## config.mk

```make
export PLATFORM = sky130hd
export DESIGN_NAME = cpc_code_protect
export DESIGN_NICKNAME = d
export VERILOG_FILES = /design/src/verilog/cpc_pkg.sv /design/src/verilog/cpc_region_check.sv /design/src/verilog/cpc_axil_slave.sv /design/src/verilog/cpc_code_protect.sv
export SDC_FILE = /design/constraint.sdc
export NUM_CORES = 1
export LEC_CHECK = 0
export ABC_AREA = 1
export BUFFER_PORTS_ARGS = -buffer_cell sky130_fd_sc_hd__buf_2
export CORE_UTILIZATION = 35
export DETAILED_ROUTE_END_ITERATION = 16
export PLACE_DENSITY = 0.64
export SLEW_MARGIN = 30
export SYNTH_ARGS = -nofsm -noshare
export SYNTH_HDL_FRONTEND = slang
export SYNTH_HIERARCHICAL = 1
export SYNTH_SLANG_ARGS = --single-unit
```

## constraint.sdc

```tcl
create_clock -name clk -period 3.4 [get_ports clk]
set_input_delay 0.34 -clock clk [delete_from_list [all_inputs] [get_ports clk]]
set_output_delay 0.34 -clock clk [all_outputs]
set_load 0.02 [all_outputs]
```

## src/verilog/cpc_pkg.sv

```systemverilog
package cpc_pkg;

   // ----------------------------------------------------------------
   // Bus and address widths
   // ----------------------------------------------------------------
   localparam int ADDR_W      = 32;
   localparam int DATA_W      = 32;
   localparam int PROG_ADDR_W = 21;

   // ----------------------------------------------------------------
   // Register indexes (byte address is four times the index)
   // ----------------------------------------------------------------
   localparam logic [23:0] IDX_BLOCK_LOCK = 24'h300008;
   localparam logic [23:0] IDX_BOOT_LOCK  = 24'h300009;
   localparam logic [23:0] IDX_ERASE_CTRL = 24'h300010;
   localparam logic [23:0] IDX_STATUS     = 24'h300011;

   function automatic logic [ADDR_W-1:0] idx_to_byte(logic [23:0] idx);
      return {6'h00, idx, 2'b00};
   endfunction

   localparam logic [ADDR_W-1:0] ADDR_BLOCK_LOCK = idx_to_byte(IDX_BLOCK_LOCK);
   localparam logic [ADDR_W-1:0] ADDR_BOOT_LOCK  = idx_to_byte(IDX_BOOT_LOCK);
   localparam logic [ADDR_W-1:0] ADDR_ERASE_CTRL = idx_to_byte(IDX_ERASE_CTRL);
   localparam logic [ADDR_W-1:0] ADDR_STATUS     = idx_to_byte(IDX_STATUS);

   // ----------------------------------------------------------------
   // Field positions and unprogrammed values
   // ----------------------------------------------------------------
   localparam int BIT_BLK_LSB  = 0;
   localparam int BIT_BLK3     = 3;
   localparam int BIT_BOOT     = 6;
   localparam int BIT_EEPROM   = 7;
   localparam int BIT_ERASE    = 0;
   localparam int BIT_VIOL     = 0;
   localparam int BIT_CNT_LSB  = 16;

   localparam logic [3:0]  BLK_UNPROG   = 4'hF;
   localparam logic        LOCK_UNPROG  = 1'b1;
   localparam logic [15:0] CNT_RESET    = 16'h0000;
   localparam logic [15:0] CNT_MAX      = 16'hFFFF;

   // ----------------------------------------------------------------
   // Program memory regions
   // ----------------------------------------------------------------
   localparam logic [PROG_ADDR_W-1:0] BOOT_LAST  = 21'h0007FF;
   localparam logic [PROG_ADDR_W-1:0] BLK0_FIRST = 21'h000800;
   localparam logic [PROG_ADDR_W-1:0] BLK3_LAST  = 21'h007FFF;
   localparam int                     BLK_SHIFT  = 13;

   // ----------------------------------------------------------------
   // Bus responses
   // ----------------------------------------------------------------
   localparam logic [1:0] RESP_OKAY   = 2'h0;
   localparam logic [1:0] RESP_SLVERR = 2'h2;

   // ----------------------------------------------------------------
   // Carriers
   // ----------------------------------------------------------------
   // Active high: 1 means the region is read-protected
   typedef struct packed {
      logic       eeprom;
      logic       boot;
      logic [3:0] blk;
   } cpc_lock_t;

   typedef struct packed {
      logic                   valid;
      logic                   eeprom;
      logic [PROG_ADDR_W-1:0] addr;
   } cpc_chk_req_t;

   typedef struct packed {
      logic done;
      logic deny;
   } cpc_chk_rsp_t;

endpackage

```

## src/verilog/cpc_region_check.sv

```systemverilog
`timescale 1ns/1ns
module cpc_region_check (
   input  cpc_pkg::cpc_chk_req_t req,
   input  cpc_pkg::cpc_lock_t    lock,
   output logic                  deny
);
   import cpc_pkg::*;

   function automatic logic prog_locked(logic [PROG_ADDR_W-1:0] a,
                                        cpc_lock_t             l);
      logic [1:0] blk;
      blk = a[BLK_SHIFT+1:BLK_SHIFT];
      if (a <= BOOT_LAST) begin
         return l.boot;
      end
      if (a >= BLK0_FIRST && a <= BLK3_LAST) begin
         return l.blk[blk];
      end
      // Above the last block nothing is guarded
      return 1'b0;
   endfunction

   always_comb begin
      if (req.eeprom) begin
         deny = lock.eeprom;
      end else begin
         deny = prog_locked(req.addr, lock);
      end
   end

endmodule

```

## src/verilog/cpc_axil_slave.sv

```systemverilog
`timescale 1ns/1ns
module cpc_axil_slave (
   input  wire logic                        clk,
   input  wire logic                        rst,
   input  wire logic [cpc_pkg::ADDR_W-1:0]  awaddr,
   input  wire logic                        awvalid,
   output logic                             awready,
   input  wire logic [cpc_pkg::DATA_W-1:0]  wdata,
   input  wire logic [3:0]                  wstrb,
   input  wire logic                        wvalid,
   output logic                             wready,
   output logic [1:0]                       bresp,
   output logic                             bvalid,
   input  wire logic                        bready,
   input  wire logic [cpc_pkg::ADDR_W-1:0]  araddr,
   input  wire logic                        arvalid,
   output logic                             arready,
   output logic [cpc_pkg::DATA_W-1:0]       rdata,
   output logic [1:0]                       rresp,
   output logic                             rvalid,
   input  wire logic                        rready,
   output logic                             wr_en,
   output logic [cpc_pkg::ADDR_W-1:0]       wr_addr,
   output logic [cpc_pkg::DATA_W-1:0]       wr_data,
   output logic [3:0]                       wr_strb,
   input  wire logic                        wr_ok,
   output logic                             rd_en,
   output logic [cpc_pkg::ADDR_W-1:0]       rd_addr,
   input  wire logic [cpc_pkg::DATA_W-1:0]  rd_data,
   input  wire logic                        rd_ok
);
   import cpc_pkg::*;

   logic awready_r;
   logic wready_r;
   logic bvalid_r;
   logic arready_r;
   logic rvalid_r;
   logic rd_pend_r;
   logic [1:0] bresp_r;
   logic [1:0] rresp_r;
   logic [DATA_W-1:0] rdata_r;
   logic [ADDR_W-1:0] aw_addr_r;
   logic [ADDR_W-1:0] ar_addr_r;
   logic [DATA_W-1:0] w_data_r;
   logic [3:0]        w_strb_r;

   // ----------------------------------------------------------------
   // Write channels
   // ----------------------------------------------------------------
   // Address and data may arrive in either order
   always_ff @(posedge clk) begin
      if (rst) begin
         awready_r <= 1'b1;
         aw_addr_r <= '0;
      end else if (awvalid && awready_r) begin
         awready_r <= 1'b0;
         aw_addr_r <= awaddr;
      end else if (bvalid_r && bready) begin
         awready_r <= 1'b1;
      end
   end

   always_ff @(posedge clk) begin
      if (rst) begin
         wready_r <= 1'b1;
         w_data_r <= '0;
         w_strb_r <= 4'h0;
      end else if (wvalid && wready_r) begin
         wready_r <= 1'b0;
         w_data_r <= wdata;
         w_strb_r <= wstrb;
      end else if (bvalid_r && bready) begin
         wready_r <= 1'b1;
      end
   end

   assign wr_en   = !awready_r && !wready_r && !bvalid_r;
   assign wr_addr = aw_addr_r;
   assign wr_data = w_data_r;
   assign wr_strb = w_strb_r;

   always_ff @(posedge clk) begin
      if (rst) begin
         bvalid_r <= 1'b0;
         bresp_r  <= RESP_OKAY;
      end else if (wr_en) begin
         bvalid_r <= 1'b1;
         bresp_r  <= wr_ok ? RESP_OKAY : RESP_SLVERR;
      end else if (bvalid_r && bready) begin
         bvalid_r <= 1'b0;
      end
   end

   // ----------------------------------------------------------------
   // Read channels
   // ----------------------------------------------------------------
   always_ff @(posedge clk) begin
      if (rst) begin
         arready_r <= 1'b1;
         ar_addr_r <= '0;
         rd_pend_r <= 1'b0;
      end else if (arvalid && arready_r) begin
         arready_r <= 1'b0;
         ar_addr_r <= araddr;
         rd_pend_r <= 1'b1;
      end else if (rd_pend_r) begin
         rd_pend_r <= 1'b0;
      end else if (rvalid_r && rready) begin
         arready_r <= 1'b1;
      end
   end

   assign rd_en   = rd_pend_r;
   assign rd_addr = ar_addr_r;

   always_ff @(posedge clk) begin
      if (rst) begin
         rvalid_r <= 1'b0;
         rdata_r  <= '0;
         rresp_r  <= RESP_OKAY;
      end else if (rd_pend_r) begin
         rvalid_r <= 1'b1;
         rdata_r  <= rd_ok ? rd_data : '0;
         rresp_r  <= rd_ok ? RESP_OKAY : RESP_SLVERR;
      end else if (rvalid_r && rready) begin
         rvalid_r <= 1'b0;
      end
   end

   assign awready = awready_r;
   assign wready  = wready_r;
   assign bvalid  = bvalid_r;
   assign bresp   = bresp_r;
   assign arready = arready_r;
   assign rvalid  = rvalid_r;
   assign rdata   = rdata_r;
   assign rresp   = rresp_r;

endmodule

```

## src/verilog/cpc_code_protect.sv

```systemverilog
// Overview of operation
// - Block lock bits 3..0 of low byte are active low; 0 guards the block.
// - Boot bit 6 of high byte at 0 guards 000000-0007FF.
// - EEPROM bit 7 of high byte at 0 guards the data EEPROM.
// - Unimplemented bits of both bytes read as zero; an absent block 3 bit reads as one.
// - Low byte sits at index 300008, high byte at index 300009.
`timescale 1ns/1ns
module cpc_code_protect #(
   parameter bit BLOCK3_PRESENT = 1'b1
) (
   input  wire logic                        clk,
   input  wire logic                        rst,
   input  wire logic [cpc_pkg::ADDR_W-1:0]  awaddr,
   input  wire logic                        awvalid,
   output logic                             awready,
   input  wire logic [cpc_pkg::DATA_W-1:0]  wdata,
   input  wire logic [3:0]                  wstrb,
   input  wire logic                        wvalid,
   output logic                             wready,
   output logic [1:0]                       bresp,
   output logic                             bvalid,
   input  wire logic                        bready,
   input  wire logic [cpc_pkg::ADDR_W-1:0]  araddr,
   input  wire logic                        arvalid,
   output logic                             arready,
   output logic [cpc_pkg::DATA_W-1:0]       rdata,
   output logic [1:0]                       rresp,
   output logic                             rvalid,
   input  wire logic                        rready,
   input  wire cpc_pkg::cpc_chk_req_t       chk_req,
   output cpc_pkg::cpc_chk_rsp_t            chk_rsp,
   output cpc_pkg::cpc_lock_t               lock_state
);
   import cpc_pkg::*;

   // ----------------------------------------------------------------
   // Declarations
   // ----------------------------------------------------------------
   logic              wr_en;
   logic [ADDR_W-1:0] wr_addr;
   logic [DATA_W-1:0] wr_data;
   logic [3:0]        wr_strb;
   logic              wr_ok;
   logic              rd_en;
   logic [ADDR_W-1:0] rd_addr;
   logic [DATA_W-1:0] rd_data;
   logic              rd_ok;

   logic [3:0]        block_lock_n_r;
   logic              boot_region_lock_n_r;
   logic              eeprom_read_lock_n_r;
   logic              viol_r;
   logic [15:0]       deny_cnt_r;
   cpc_chk_rsp_t      chk_rsp_r;
   cpc_lock_t         lock_r;

   logic              hit_low;
   logic              hit_high;
   logic              hit_erase;
   logic              hit_status;
   logic              wr_low;
   logic              wr_high;
   logic              erase_go;
   logic              viol_clr;
   logic [3:0]        blk_keep;
   logic [3:0]        blk_nxt;
   cpc_lock_t         lock_now;
   logic              deny_c;
   logic              deny_ev;

   // Per-bit views of the lock bytes
   logic block0_read_lock_n;
   logic block1_read_lock_n;
   logic block2_read_lock_n;
   logic block3_read_lock_n;
   logic boot_region_lock_n;
   logic eeprom_read_lock_n;

   function automatic logic addr_is(logic [ADDR_W-1:0] a,
                                    logic [ADDR_W-1:0] b);
      return a == b;
   endfunction

   // ----------------------------------------------------------------
   // Bus slave
   // ----------------------------------------------------------------
   cpc_axil_slave u_bus (
      .clk     (clk),
      .rst     (rst),
      .awaddr  (awaddr),
      .awvalid (awvalid),
      .awready (awready),
      .wdata   (wdata),
      .wstrb   (wstrb),
      .wvalid  (wvalid),
      .wready  (wready),
      .bresp   (bresp),
      .bvalid  (bvalid),
      .bready  (bready),
      .araddr  (araddr),
      .arvalid (arvalid),
      .arready (arready),
      .rdata   (rdata),
      .rresp   (rresp),
      .rvalid  (rvalid),
      .rready  (rready),
      .wr_en   (wr_en),
      .wr_addr (wr_addr),
      .wr_data (wr_data),
      .wr_strb (wr_strb),
      .wr_ok   (wr_ok),
      .rd_en   (rd_en),
      .rd_addr (rd_addr),
      .rd_data (rd_data),
      .rd_ok   (rd_ok)
   );

   // ----------------------------------------------------------------
   // Write decode
   // ----------------------------------------------------------------
   // byte placement
   assign hit_low    = addr_is(wr_addr, ADDR_BLOCK_LOCK);
   assign hit_high   = addr_is(wr_addr, ADDR_BOOT_LOCK);
   assign hit_erase  = addr_is(wr_addr, ADDR_ERASE_CTRL);
   assign hit_status = addr_is(wr_addr, ADDR_STATUS);
   assign wr_ok      = hit_low || hit_high || hit_erase || hit_status;

   assign wr_low   = wr_en && hit_low && wr_strb[0];
   assign wr_high  = wr_en && hit_high && wr_strb[0];
   assign erase_go = wr_en && hit_erase && wr_strb[0]
                     && wr_data[BIT_ERASE];
   assign viol_clr = wr_en && hit_status && wr_strb[0]
                     && wr_data[BIT_VIOL];

   // absent block 3 bit held set whatever is written
   assign blk_keep = BLOCK3_PRESENT ? 4'h0 : 4'h8;
   assign blk_nxt  = block_lock_n_r
                     & (wr_data[BIT_BLK_LSB+3:BIT_BLK_LSB] | blk_keep);

   // ----------------------------------------------------------------
   // Lock bits
   // ----------------------------------------------------------------
   // No nonvolatile store here: reset loads the unprogrammed state,
   // so the surrounding system must reload programmed bytes.
   // erase restores, write only clears
   always_ff @(posedge clk) begin
      if (rst) begin
         block_lock_n_r <= BLK_UNPROG;
      end else if (erase_go) begin
         block_lock_n_r <= BLK_UNPROG;
      end else if (wr_low) begin
         block_lock_n_r <= blk_nxt;
      end
   end

   // boot and eeprom bits, erase restores, write only clears
   always_ff @(posedge clk) begin
      if (rst) begin
         boot_region_lock_n_r <= LOCK_UNPROG;
         eeprom_read_lock_n_r <= LOCK_UNPROG;
      end else if (erase_go) begin
         boot_region_lock_n_r <= LOCK_UNPROG;
         eeprom_read_lock_n_r <= LOCK_UNPROG;
      end else if (wr_high) begin
         boot_region_lock_n_r <= boot_region_lock_n_r
                                 & wr_data[BIT_BOOT];
         eeprom_read_lock_n_r <= eeprom_read_lock_n_r
                                 & wr_data[BIT_EEPROM];
      end
   end

   assign block0_read_lock_n = block_lock_n_r[0];
   assign block1_read_lock_n = block_lock_n_r[1];
   assign block2_read_lock_n = block_lock_n_r[2];
   assign block3_read_lock_n = block_lock_n_r[BIT_BLK3];
   assign boot_region_lock_n = boot_region_lock_n_r;
   assign eeprom_read_lock_n = eeprom_read_lock_n_r;

   // ----------------------------------------------------------------
   // Protection view, active high
   // ----------------------------------------------------------------
   // a cleared bit guards its block
   always_comb begin
      lock_now.blk[0] = !block0_read_lock_n;
      lock_now.blk[1] = !block1_read_lock_n;
      lock_now.blk[2] = !block2_read_lock_n;
      lock_now.blk[3] = BLOCK3_PRESENT && !block3_read_lock_n;
      lock_now.boot   = !boot_region_lock_n;
      lock_now.eeprom = !eeprom_read_lock_n;
   end

   cpc_region_check u_check (
      .req  (chk_req),
      .lock (lock_now),
      .deny (deny_c)
   );

   assign deny_ev = chk_req.valid && deny_c;

   // verdict one cycle after the request
   always_ff @(posedge clk) begin
      if (rst) begin
         chk_rsp_r <= '0;
      end else begin
         chk_rsp_r.done <= chk_req.valid;
         chk_rsp_r.deny <= deny_ev;
      end
   end

   always_ff @(posedge clk) begin
      if (rst) begin
         lock_r <= '0;
      end else begin
         lock_r <= lock_now;
      end
   end

   // ----------------------------------------------------------------
   // Denial record
   // ----------------------------------------------------------------
   // A denial in the clearing cycle is kept: set wins
   always_ff @(posedge clk) begin
      if (rst) begin
         viol_r <= 1'b0;
      end else if (deny_ev) begin
         viol_r <= 1'b1;
      end else if (viol_clr) begin
         viol_r <= 1'b0;
      end
   end

   // Saturates rather than wraps so a flood never reads as quiet
   always_ff @(posedge clk) begin
      if (rst) begin
         deny_cnt_r <= CNT_RESET;
      end else if (erase_go) begin
         deny_cnt_r <= CNT_RESET;
      end else if (deny_ev && deny_cnt_r != CNT_MAX) begin
         deny_cnt_r <= deny_cnt_r + 16'h0001;
      end
   end

   // ----------------------------------------------------------------
   // Read decode
   // ----------------------------------------------------------------
   // unimplemented bits read as zero, an absent block 3 bit as one
   always_comb begin
      rd_data = '0;
      rd_ok   = 1'b1;
      if (addr_is(rd_addr, ADDR_BLOCK_LOCK)) begin
         rd_data[BIT_BLK_LSB+3:BIT_BLK_LSB] = block_lock_n_r;
      end else if (addr_is(rd_addr, ADDR_BOOT_LOCK)) begin
         rd_data[BIT_BOOT]   = boot_region_lock_n_r;
         rd_data[BIT_EEPROM] = eeprom_read_lock_n_r;
      end else if (addr_is(rd_addr, ADDR_ERASE_CTRL)) begin
         rd_data = '0;
      end else if (addr_is(rd_addr, ADDR_STATUS)) begin
         rd_data[BIT_VIOL] = viol_r;
         rd_data[BIT_CNT_LSB+15:BIT_CNT_LSB] = deny_cnt_r;
      end else begin
         rd_ok = 1'b0;
      end
      // Idle bus shows zero; the rdata output still holds the last word read
      if (!rd_en) begin
         rd_data = '0;
      end
   end

   assign chk_rsp    = chk_rsp_r;
   assign lock_state = lock_r;

endmodule

```

# After elaboration in Yosys (flattened, before gate mapping)
# Index checks and enable logic that the tools add are counted.
dict set report totals {
  wordCells 122
  romBits 0
  mem_count 0
  in_bits 130
  out_inout_bits 49
  latchBits 0
  regBits 146
  ramBits 0
}
dict set report classes {
  add_sub_neg 1
  reduce_logical 40
  shifts 0
  bitwise 3
  order_cmp 4
  eq_ne 10
  mux 41
  n_div 0
  mul 0
}
# cell n
set ops {}
lappend ops {{== test 32 x 24 -> 1 bit (second input constant)} 8}
lappend ops {{2-to-1 mux 16 bit} 2}
lappend ops {{2-to-1 mux 32 bit} 1}
lappend ops {{2-to-1 mux 1 bit} 31}
lappend ops {{2-to-1 mux 28 bit} 1}
lappend ops {{2-to-1 mux 24 bit} 1}
lappend ops {{>= comparator 21 x 12 -> 1 bit (second input constant)} 1}
lappend ops {{less-or-equal comparator 21 x 11 -> 1 bit (second input constant)} 1}
lappend ops {{less-or-equal comparator 21 x 15 -> 1 bit (second input constant)} 1}
lappend ops {{logical AND 1 bit} 20}
lappend ops {{adder 16 x 1 -> 16 bit (second input constant)} 1}
lappend ops {{!= test 16 bit (second input constant)} 1}
lappend ops {{nonzero test 2 bit} 6}
lappend ops {{logical NOT 1 bit} 9}
lappend ops {{2-to-1 mux 2 bit} 3}
lappend ops {{AND 4 bit} 1}
lappend ops {{2-to-1 mux 4 bit} 1}
lappend ops {{logical OR 1 bit} 3}
lappend ops {{< comparator 2 x 3 -> 1 bit (second input constant)} 1}
lappend ops {{AND 1 bit} 2}
lappend ops {{binary-select mux 1 bit (select 2 bit)} 1}
lappend ops {{!= test 2 bit (second input constant)} 1}
lappend ops {{AND reduction 2 bit} 1}
lappend ops {{OR reduction 2 bit} 1}

# Depth between registers and ports, before layout
# Gate-level depths: netlist (run 1).
dict set report logic_depth {
  depth_word 10
  ltp_mapped 17
  depth_no_buf 16
}

# By module
# The synthesis (run 1) kept the hierarchy.
# module seq_area_each_um2 area_each_um2 cells_each instances
set by_module_without_submodules {}
lappend by_module_without_submodules {cpc_axil_slave 2802.7 5290.1 616 1}
lappend by_module_without_submodules {cpc_code_protect 620.6 2100.8 362 1}
lappend by_module_without_submodules {cpc_region_check 0.0 121.4 31 1}

# Least setup slack after synthesis (run 1)
# Ideal clock, no wire load.
dict set report synth_timing {
  path_type {register to register}
  startpoint {register u_bus.wready_r, in the netlist u_bus/wready}
  endpoint {register block_lock_n_r[0]}
  synth_period_minus_slack_ns 1.536
  path_buffers 1
  required_ns 3.286
  arrival_time_ns 1.422
  setup_ns 0.114
  stages_incl_launch_ff 10
  path_slack_ns 1.864
  cell_sequence {dfxtp_1 nor2_1 nand2_1 inv_1 nand2_1 nor2_1 and3_1 a21oi_2 buf_4 nand2_1}
}
dict set report synth_via {
  elab_chain_len 7
  elab_cells_between_ends 9
  cone_classes {reduce/logical (9)}
}
# item line_no
set synth_lines {}
lappend synth_lines {{start, declared} cpc_axil_slave.sv:35} ;# logic wready_r;
lappend synth_lines {{start signal, assigned} cpc_axil_slave.sv:66} ;# wready_r <= 1'b1;
lappend synth_lines {{start signal, assigned} cpc_axil_slave.sv:70} ;# wready_r <= 1'b0;
lappend synth_lines {{start signal, assigned} cpc_axil_slave.sv:74} ;# wready_r <= 1'b1;
lappend synth_lines {{logical NOT 1 bit *} cpc_axil_slave.sv:78} ;# assign wr_en = !awready_r && !wready_r && !bvalid_r;
lappend synth_lines {{logical AND 1 bit * (2 in series)} cpc_axil_slave.sv:78}
lappend synth_lines {{named net wr_en} cpc_code_protect.sv:39} ;# logic wr_en;
lappend synth_lines {{logical AND 1 bit (2 in series)} cpc_code_protect.sv:130} ;# assign erase_go = wr_en && hit_erase && wr_strb[0]
lappend synth_lines {{logical AND 1 bit} cpc_code_protect.sv:131} ;# && wr_data[BIT_ERASE];
lappend synth_lines {{OR reduction 2 bit (no line)} --}
lappend synth_lines {{end signal, assigned} cpc_code_protect.sv:152} ;# block_lock_n_r <= blk_nxt;
lappend synth_lines {{end, declared} cpc_code_protect.sv:49} ;# logic [3:0] block_lock_n_r;
# Mark *: on every way through the listed nets, which the timed path passes. The rest lies on a longest branch.
# A chain may end at the register's enable or synchronous reset.

==> key figures, run 1 <==
Run status
  • Status: complete, no violations

Clock network
  • CTS buffer count: 17
  • Clk sink count: 142
  • CTS tree: done
  • Maximum root-to-sink buffer count: 2
  • Setup repair bufs after CTS: 0
  • Reg clk slew, reported paths: 0.07 ns
  • Worst-skew pair later-pin latency: 0.42 ns
  • CTS Hold Buffers Added: 0
  • Post_cts resized: 0
  • Root Buffer: clkbuf_16
  • H-tree Lvls: 4

Routing
  • Final ANT Viol Nets: 0
  • Via-to-Cell Ratio: 4.460
  • Wirelength per Cell: 11.49 µm
  • Initial DRC count: 247
  • DR pass1 iterations: 4
  • Number of remaining DRC errors: 0
  • Total Wirelength: 14320 µm
  • Vias: 5562

Cells and area
  • # diodes: 0
  • Area of the multi-input gates: 0.002900 mm²
  • Nets: 1140
  • Synthesis-to-finish area growth: 18.89%
  • Register area: 0.002843 mm²
  • # fillers: 1789
  • Share of cells above drive strength 1: 23.78%

Job
  • Max_cap viols: 0

Setup path
  • Crit path capture type: flop
  • CP dominant cell by count: nand2_1
  • Critical path startpoint category: flop
  • Slowest cell on the critical path: dfxtp_1
  • Reg-to-reg slack, setup: 1.26 ns
  • Crit path DAT: 2.48 ns
  • Worst EP required: 3.74 ns
  • CP Max Fanout: 20
  • Setup CP Type: flop to flop
  • CP cell instances: inv_1 -> nand2_1 -> nand2_1 -> nand2_1 -> nand3_1 -> nand2_1 -> nand2_1 -> nand2_1 -> inv_1 -> o21ai_0 -> nand2_2 -> inv_1 -> nand2_1 -> a21oi_1
  • Slowest stage delay, CP: 0.39 ns

Yosys
  • Syn Area/Cell: 7.145 µm²
  • Synthesized area: 0.006345 mm²
  • Synth warn: 6
  • Mapped Cells: 888

Floorplan
  • Core area: 0.01748 mm²
  • Starting density of the core: 36.30%
  • Chip width: 136.6 µm
  • Die height: 136.6 µm
  • Site Rows: 48
  • DIE AREA: 0.01867 mm²
  • Ports: 179

STA
  • Final Hold Viols: 0
  • Final Max Slew Viols: 0
  • Max Fclk: 468.3 MHz
  • Slew at the pin with the worst max-slew slack: 0.8759 ns
  • Rel. slew slack: 41.25%
  • Post-layout min period: 2.136 ns
  • Final Setup Violations: 0
  • Setup tns final: 0 ns
  • RSZ-0062 raised after global routing: no
  • Hold WS: 0.1534 ns
  • Final period util: 62.81%
  • Worst Skew: 0.01151 ns

GRT
  • Total track usage: 16.47%
  • Largest net degree at the start of global routing: 77
  • Initial antenna violation count: 0
  • First-pass GRT wire length: 23960 µm
  • GRT overflow: 0
  • Number of global-route vias before repair: 5015

Power
  • Clock share of power: 44.7%
  • VDD IR max: 0.3162 mV
  • Internal: 2840 µW
  • Combinational share of power: 9.3%
  • Total Power: 3893 µW
  • Switching Share: 27.05%
  • LEAKAGE: 0.003428 µW
  • Pwr dens: 516.0 mW/mm²
  • Reg power frac: 46.0%
  • Switching power: 1053 µW

Placed design
  • Buffers on Ports: 136
  • Post-DP HPWL: 10010 µm
  • GP Congestion: 0.8493

Worst hold path
  • Worst hold path class: input pin to flop
through the flow:
stage	setup slack (ns)	cell area (µm²)	cells	util (%)
after floorplan	1.864	6382	898	-
after global placement	1.211	6993	1215	40.01
after detailed placement	1.191	6993	1215	40.01
after CTS	1.228	7543	1247	43.16
after global routing	0.9261	7543	1247	43.16
final	1.264	7543	1247	43.16
sequential cells by signal, summed over array words and instances (netlist names), 2 cells and up:
register / count
u_bus/rd_addr: 32
u_bus/rdata: 32
u_bus/wr_data: 6
u_bus/wr_addr: 32
chk_rsp: 2
deny_cnt_r: 16
block_lock_n_r: 4
lock_state: 6
critical path: cells and delay by family, from the launching register on:
family	cells	cell delay, ns
buffers and inverters	3	0.55
AO/OA/AOI/OAI	2	0.27
flip-flops	1	0.39
AND/OR/NAND/NOR	9	0.86
routing by layer:
metal	wire [µm]	GRT usage (%)	part of all wire (%)	up-vias
li1	-	-	-	2979
met2	6506	26.65	45	112
met5	0	0	0	-
met3	685	4.556	4.8	15
met1	6982	21.03	49	2456
met4	147	5.370	1.0	0
cells in the final DEF (no fill, tap or decap):
cell type	instances
nand3b_1	1
nor2_2	24
nand2_1	202
a21oi_2	1
nor2_1	216
clkinv_1	1
clkinv_2	3
xnor2_1	3
and2_1	2
a21oi_1	43
o21ai_1	3
ha_1	1
nand3_2	2
and3_1	1
o21ai_0	52
nand3_1	17
nand4_1	10
inv_2	5
nand2_2	8
nor3_1	5
inv_1	63
inv_6	9
buf_4	2
inv_8	2
conb_1	12
dfxtp_1	142
nand3_4	1
clkbuf_16	17
xor2_1	5
nor2_4	2
clkinvlp_4	3
o21ai_2	28
buf_2	136
power groups by stage:
stage | clock [µW] | combinational (µW) | sequential (µW)
floorplan | 0 | 276 | 1830
global placement | 0 | 363 | 1830
detailed placement | 0 | 368 | 1830
CTS | 1790 | 370 | 1790
global route | 1860 | 418 | 1800
finish | 1740 | 362 | 1790
worst paths after layout:
kind	start	endpoint	depth (start not counted)
max	block_lock_n_r[1]	deny_cnt_r[4]	14
min	araddr[28]	u_bus/rd_addr[28]	3
max reg2reg	block_lock_n_r[1]	deny_cnt_r[4]	14
min reg2reg	block_lock_n_r[0]	lock_state[0]	1
cell type report:
type	instances	share of cell area [%]
timing repair buffer	138	9.222
clock buffer	17	5.639
inverter	71	3.616
clock inverter	15	1.659
sequential	142	37.68
multi-input combinational	639	38.45
tap	225	3.732
Note: power is estimated with default switching activity, not from simulation.
==> run 2: changes to the inputs <==
Clock period 3.4 ns to 2.2 ns, I/O delays scaled along.
==> run 2 against run 1 <==
Net effect: clock skew up 0.00096 ns; first-iteration DRC count rose by 12%; die area did not move; sequential power is 55% higher; critical endpoint is now deny_cnt_r[9].
==> key figures, run 2 (synthesized netlist as in run 1, its figures left out) <==
STA
  • Post-layout min period: 1.908 ns (-0.2279 ns)
  • Worst Skew: 0.01246 ns (+0.0009573 ns)
  • Final setup margin: 0.2923 ns (-0.9721 ns)
  • Rel. slew slack: 39.76% (-1.5 points)
  • Final Hold Viols: 0 (unchanged)
  • Setup tns final: 0 ns (unchanged)
  • Slew at the pin with the worst max-slew slack: 0.8980 ns (+0.02218 ns)
  • Max Fclk: 524.2 MHz (+12%)
  • Final period util: 86.71% (+24 points)
  • RSZ-0062 raised after global routing: no
  • Final Max Slew Viols: 0 (unchanged)
  • Final Setup Violations: 0 (unchanged)

Power
  • Pwr dens: 830.7 mW/mm² (+61%)
  • Internal: 4802 µW (+69%)
  • Switching Share: 24.33% (-2.7 points)
  • Switching power: 1544 µW (+47%)
  • VDD IR max: 0.7256 mV (+130%)
  • Clock share of power: 47.5% (+2.8 points)
  • Combinational share of power: 8.8% (-0.5 points)
  • LEAKAGE: 0.003473 µW (+1.3%)
  • Reg power frac: 43.6% (-2.4 points)

Routing
  • Total Wirelength: 14190 µm (-0.94%)
  • Vias: 5480 (-1.5%)
  • Initial DRC count: 276 (+12%)
  • Via-to-Cell Ratio: 4.384 (-1.7%)
  • Final ANT Viol Nets: 0 (unchanged)
  • Number of remaining DRC errors: 0 (unchanged)
  • Wirelength per Cell: 11.35 µm (-1.2%)
  • DR pass1 iterations: 4 (unchanged)

Setup path
  • CP Max Fanout: 11 (-45%)
  • R2R depth: 11 (-3)
  • Critical path startpoint category: flop
  • Setup CP Type: flop to flop
  • Crit path capture type: flop
  • Crit path DAT: 2.27 ns (-0.21 ns)
  • Worst EP required: 2.56 ns (-1.18 ns)

Clock network
  • CTS Hold Buffers Added: 0 (unchanged)
  • Setup repair bufs after CTS: 0 (unchanged)
  • H-tree Lvls: 4 (unchanged)
  • CTS tree: done
  • CTS buffer count: 17 (unchanged)
  • Post_cts resized: 0 (unchanged)
  • Reg clk slew, reported paths: 0.06 ns (about the same)
  • Maximum root-to-sink buffer count: 2 (unchanged)
  • Clk sink count: 142 (unchanged)
  • Worst-skew pair later-pin latency: 0.42 ns (about the same)
  • Root Buffer: clkbuf_16

GRT
  • Most crowded layer after global routing: met2
  • Met3 Usage GRT: 4.185% (-0.37 points)
  • Largest net degree at the start of global routing: 77 (unchanged)
  • Total track usage: 15.97% (-0.50 points)
  • M2 GR Usage: 25.10% (-1.6 points)
  • Number of global-route vias before repair: 4851 (-3.3%)
  • Initial antenna violation count: 0 (unchanged)
  • First-pass GRT wire length: 23150 µm (-3.4%)
  • GR Layer Usage met1: 20.95% (-0.088 points)
  • GRT overflow: 0 (unchanged)

Cells and area
  • Commonest non-fill, non-tap cell in the layout: nor2_1
  • Commonest cells after routing, fill and taps aside: 216 x nor2_1, 202 x nand2_1, 142 x dfxtp_1
  • Share of cells above drive strength 1: 24.00% (+0.22 points)
  • Nets: 1144 (+0.35%)
  • Synthesis-to-finish area growth: 20.41%
  • # diodes: 0 (unchanged)

Placed design
  • Post-DP HPWL: 10050 µm (+0.49%)
  • GP Congestion: 0.8845 (+4.1%)
  • Buffers on Ports: 136 (unchanged)
  • Dpl ws: 0.2844 ns (-0.9062 ns)

Worst hold path
  • Worst hold path class: input pin to flop
  • WHS Path Cells: 3 (unchanged)

Floorplan
  • Core area: 0.01748 mm² (unchanged)
  • Ports: 179 (unchanged)
  • Die height: 136.6 µm (unchanged)
  • Chip width: 136.6 µm (unchanged)
  • DIE AREA: 0.01867 mm² (unchanged)
  • Starting density of the core: 36.30% (unchanged)
  • Site Rows: 48 (unchanged)

Run status
  • Status: complete, no violations

Job
  • Max_cap viols: 0 (unchanged)
run 2: changes by cell type in the layout (fill, tap and decap cells not counted), sizes merged:
cell      previous run  this run
bufinv               0         4
buf                138       142
clkinvlp             3         4
inv                 79        71
clkinv               4         6
run 2: path summary, 6_finish.rpt:
check | startpoint | to | slack [ns]
max | deny_cnt_r[0] | deny_cnt_r[9] | 0.29
min reg2reg | block_lock_n_r[0] | lock_state[0] | 0.45
min | araddr[22] | u_bus/rd_addr[22] | 0.03
max reg2reg | deny_cnt_r[0] | deny_cnt_r[9] | 0.29
run 2: stage by stage:
step / std cells / hold slack (ns) / util [%] / cell area, µm² / total power, µW
floorplan: 898 / 0.3270 / - / 6382 / 3250
global placement: 1219 / 0.4430 / 40.18 / 7023 / 3383
detailed placement: 1219 / 0.4434 / 40.18 / 7023 / 3394
CTS: 1250 / 0.01911 / 43.71 / 7640 / 6421
global route: 1250 / 0.02654 / 43.71 / 7640 / 6632
finish: 1250 / 0.03325 / 43.71 / 7640 / 6347
run 2: per-layer routing:
layer	routed length (µm)	vias up
li1	-	2989
met1	7071	2387
met2	6394	102
met3	661	2
met4	60	0
met5	0	-
run 2: power groups by stage:
stage          clock network (µW)  registers [µW]  logic (µW)
6_report                     3020            2770         560
5_1_grt                      3200            2790         646
2_1_floorplan                   0            2820         427
3_3_place_gp                    0            2820         560
3_5_place_dp                    0            2830         568
4_1_cts                      3080            2770         570
run 2: worst max-delay path, stage by stage (launching register included):
cell and delay, ns:
dfxtp_1 0.44, ha_1 0.30, nand3_4 0.12, inv_2 0.09, nand3_2 0.09, nand2_2 0.08, nand2_2 0.13, inv_1 0.33
nand2_1 0.08, nand2_1 0.08, nand2_1 0.05, inv_1 0.07
run 2: final cells by class:
cell class	count	area, µm²
Clock buffer	17	425.4
Timing Repair Buffer	142	725.7
Inverter	71	272.8
Multi-Input combinational cell	639	2900
Tap cell	225	281.5
Fill cell	1800	9837
Sequential cell	142	2843
Clock inverter	14	191.4
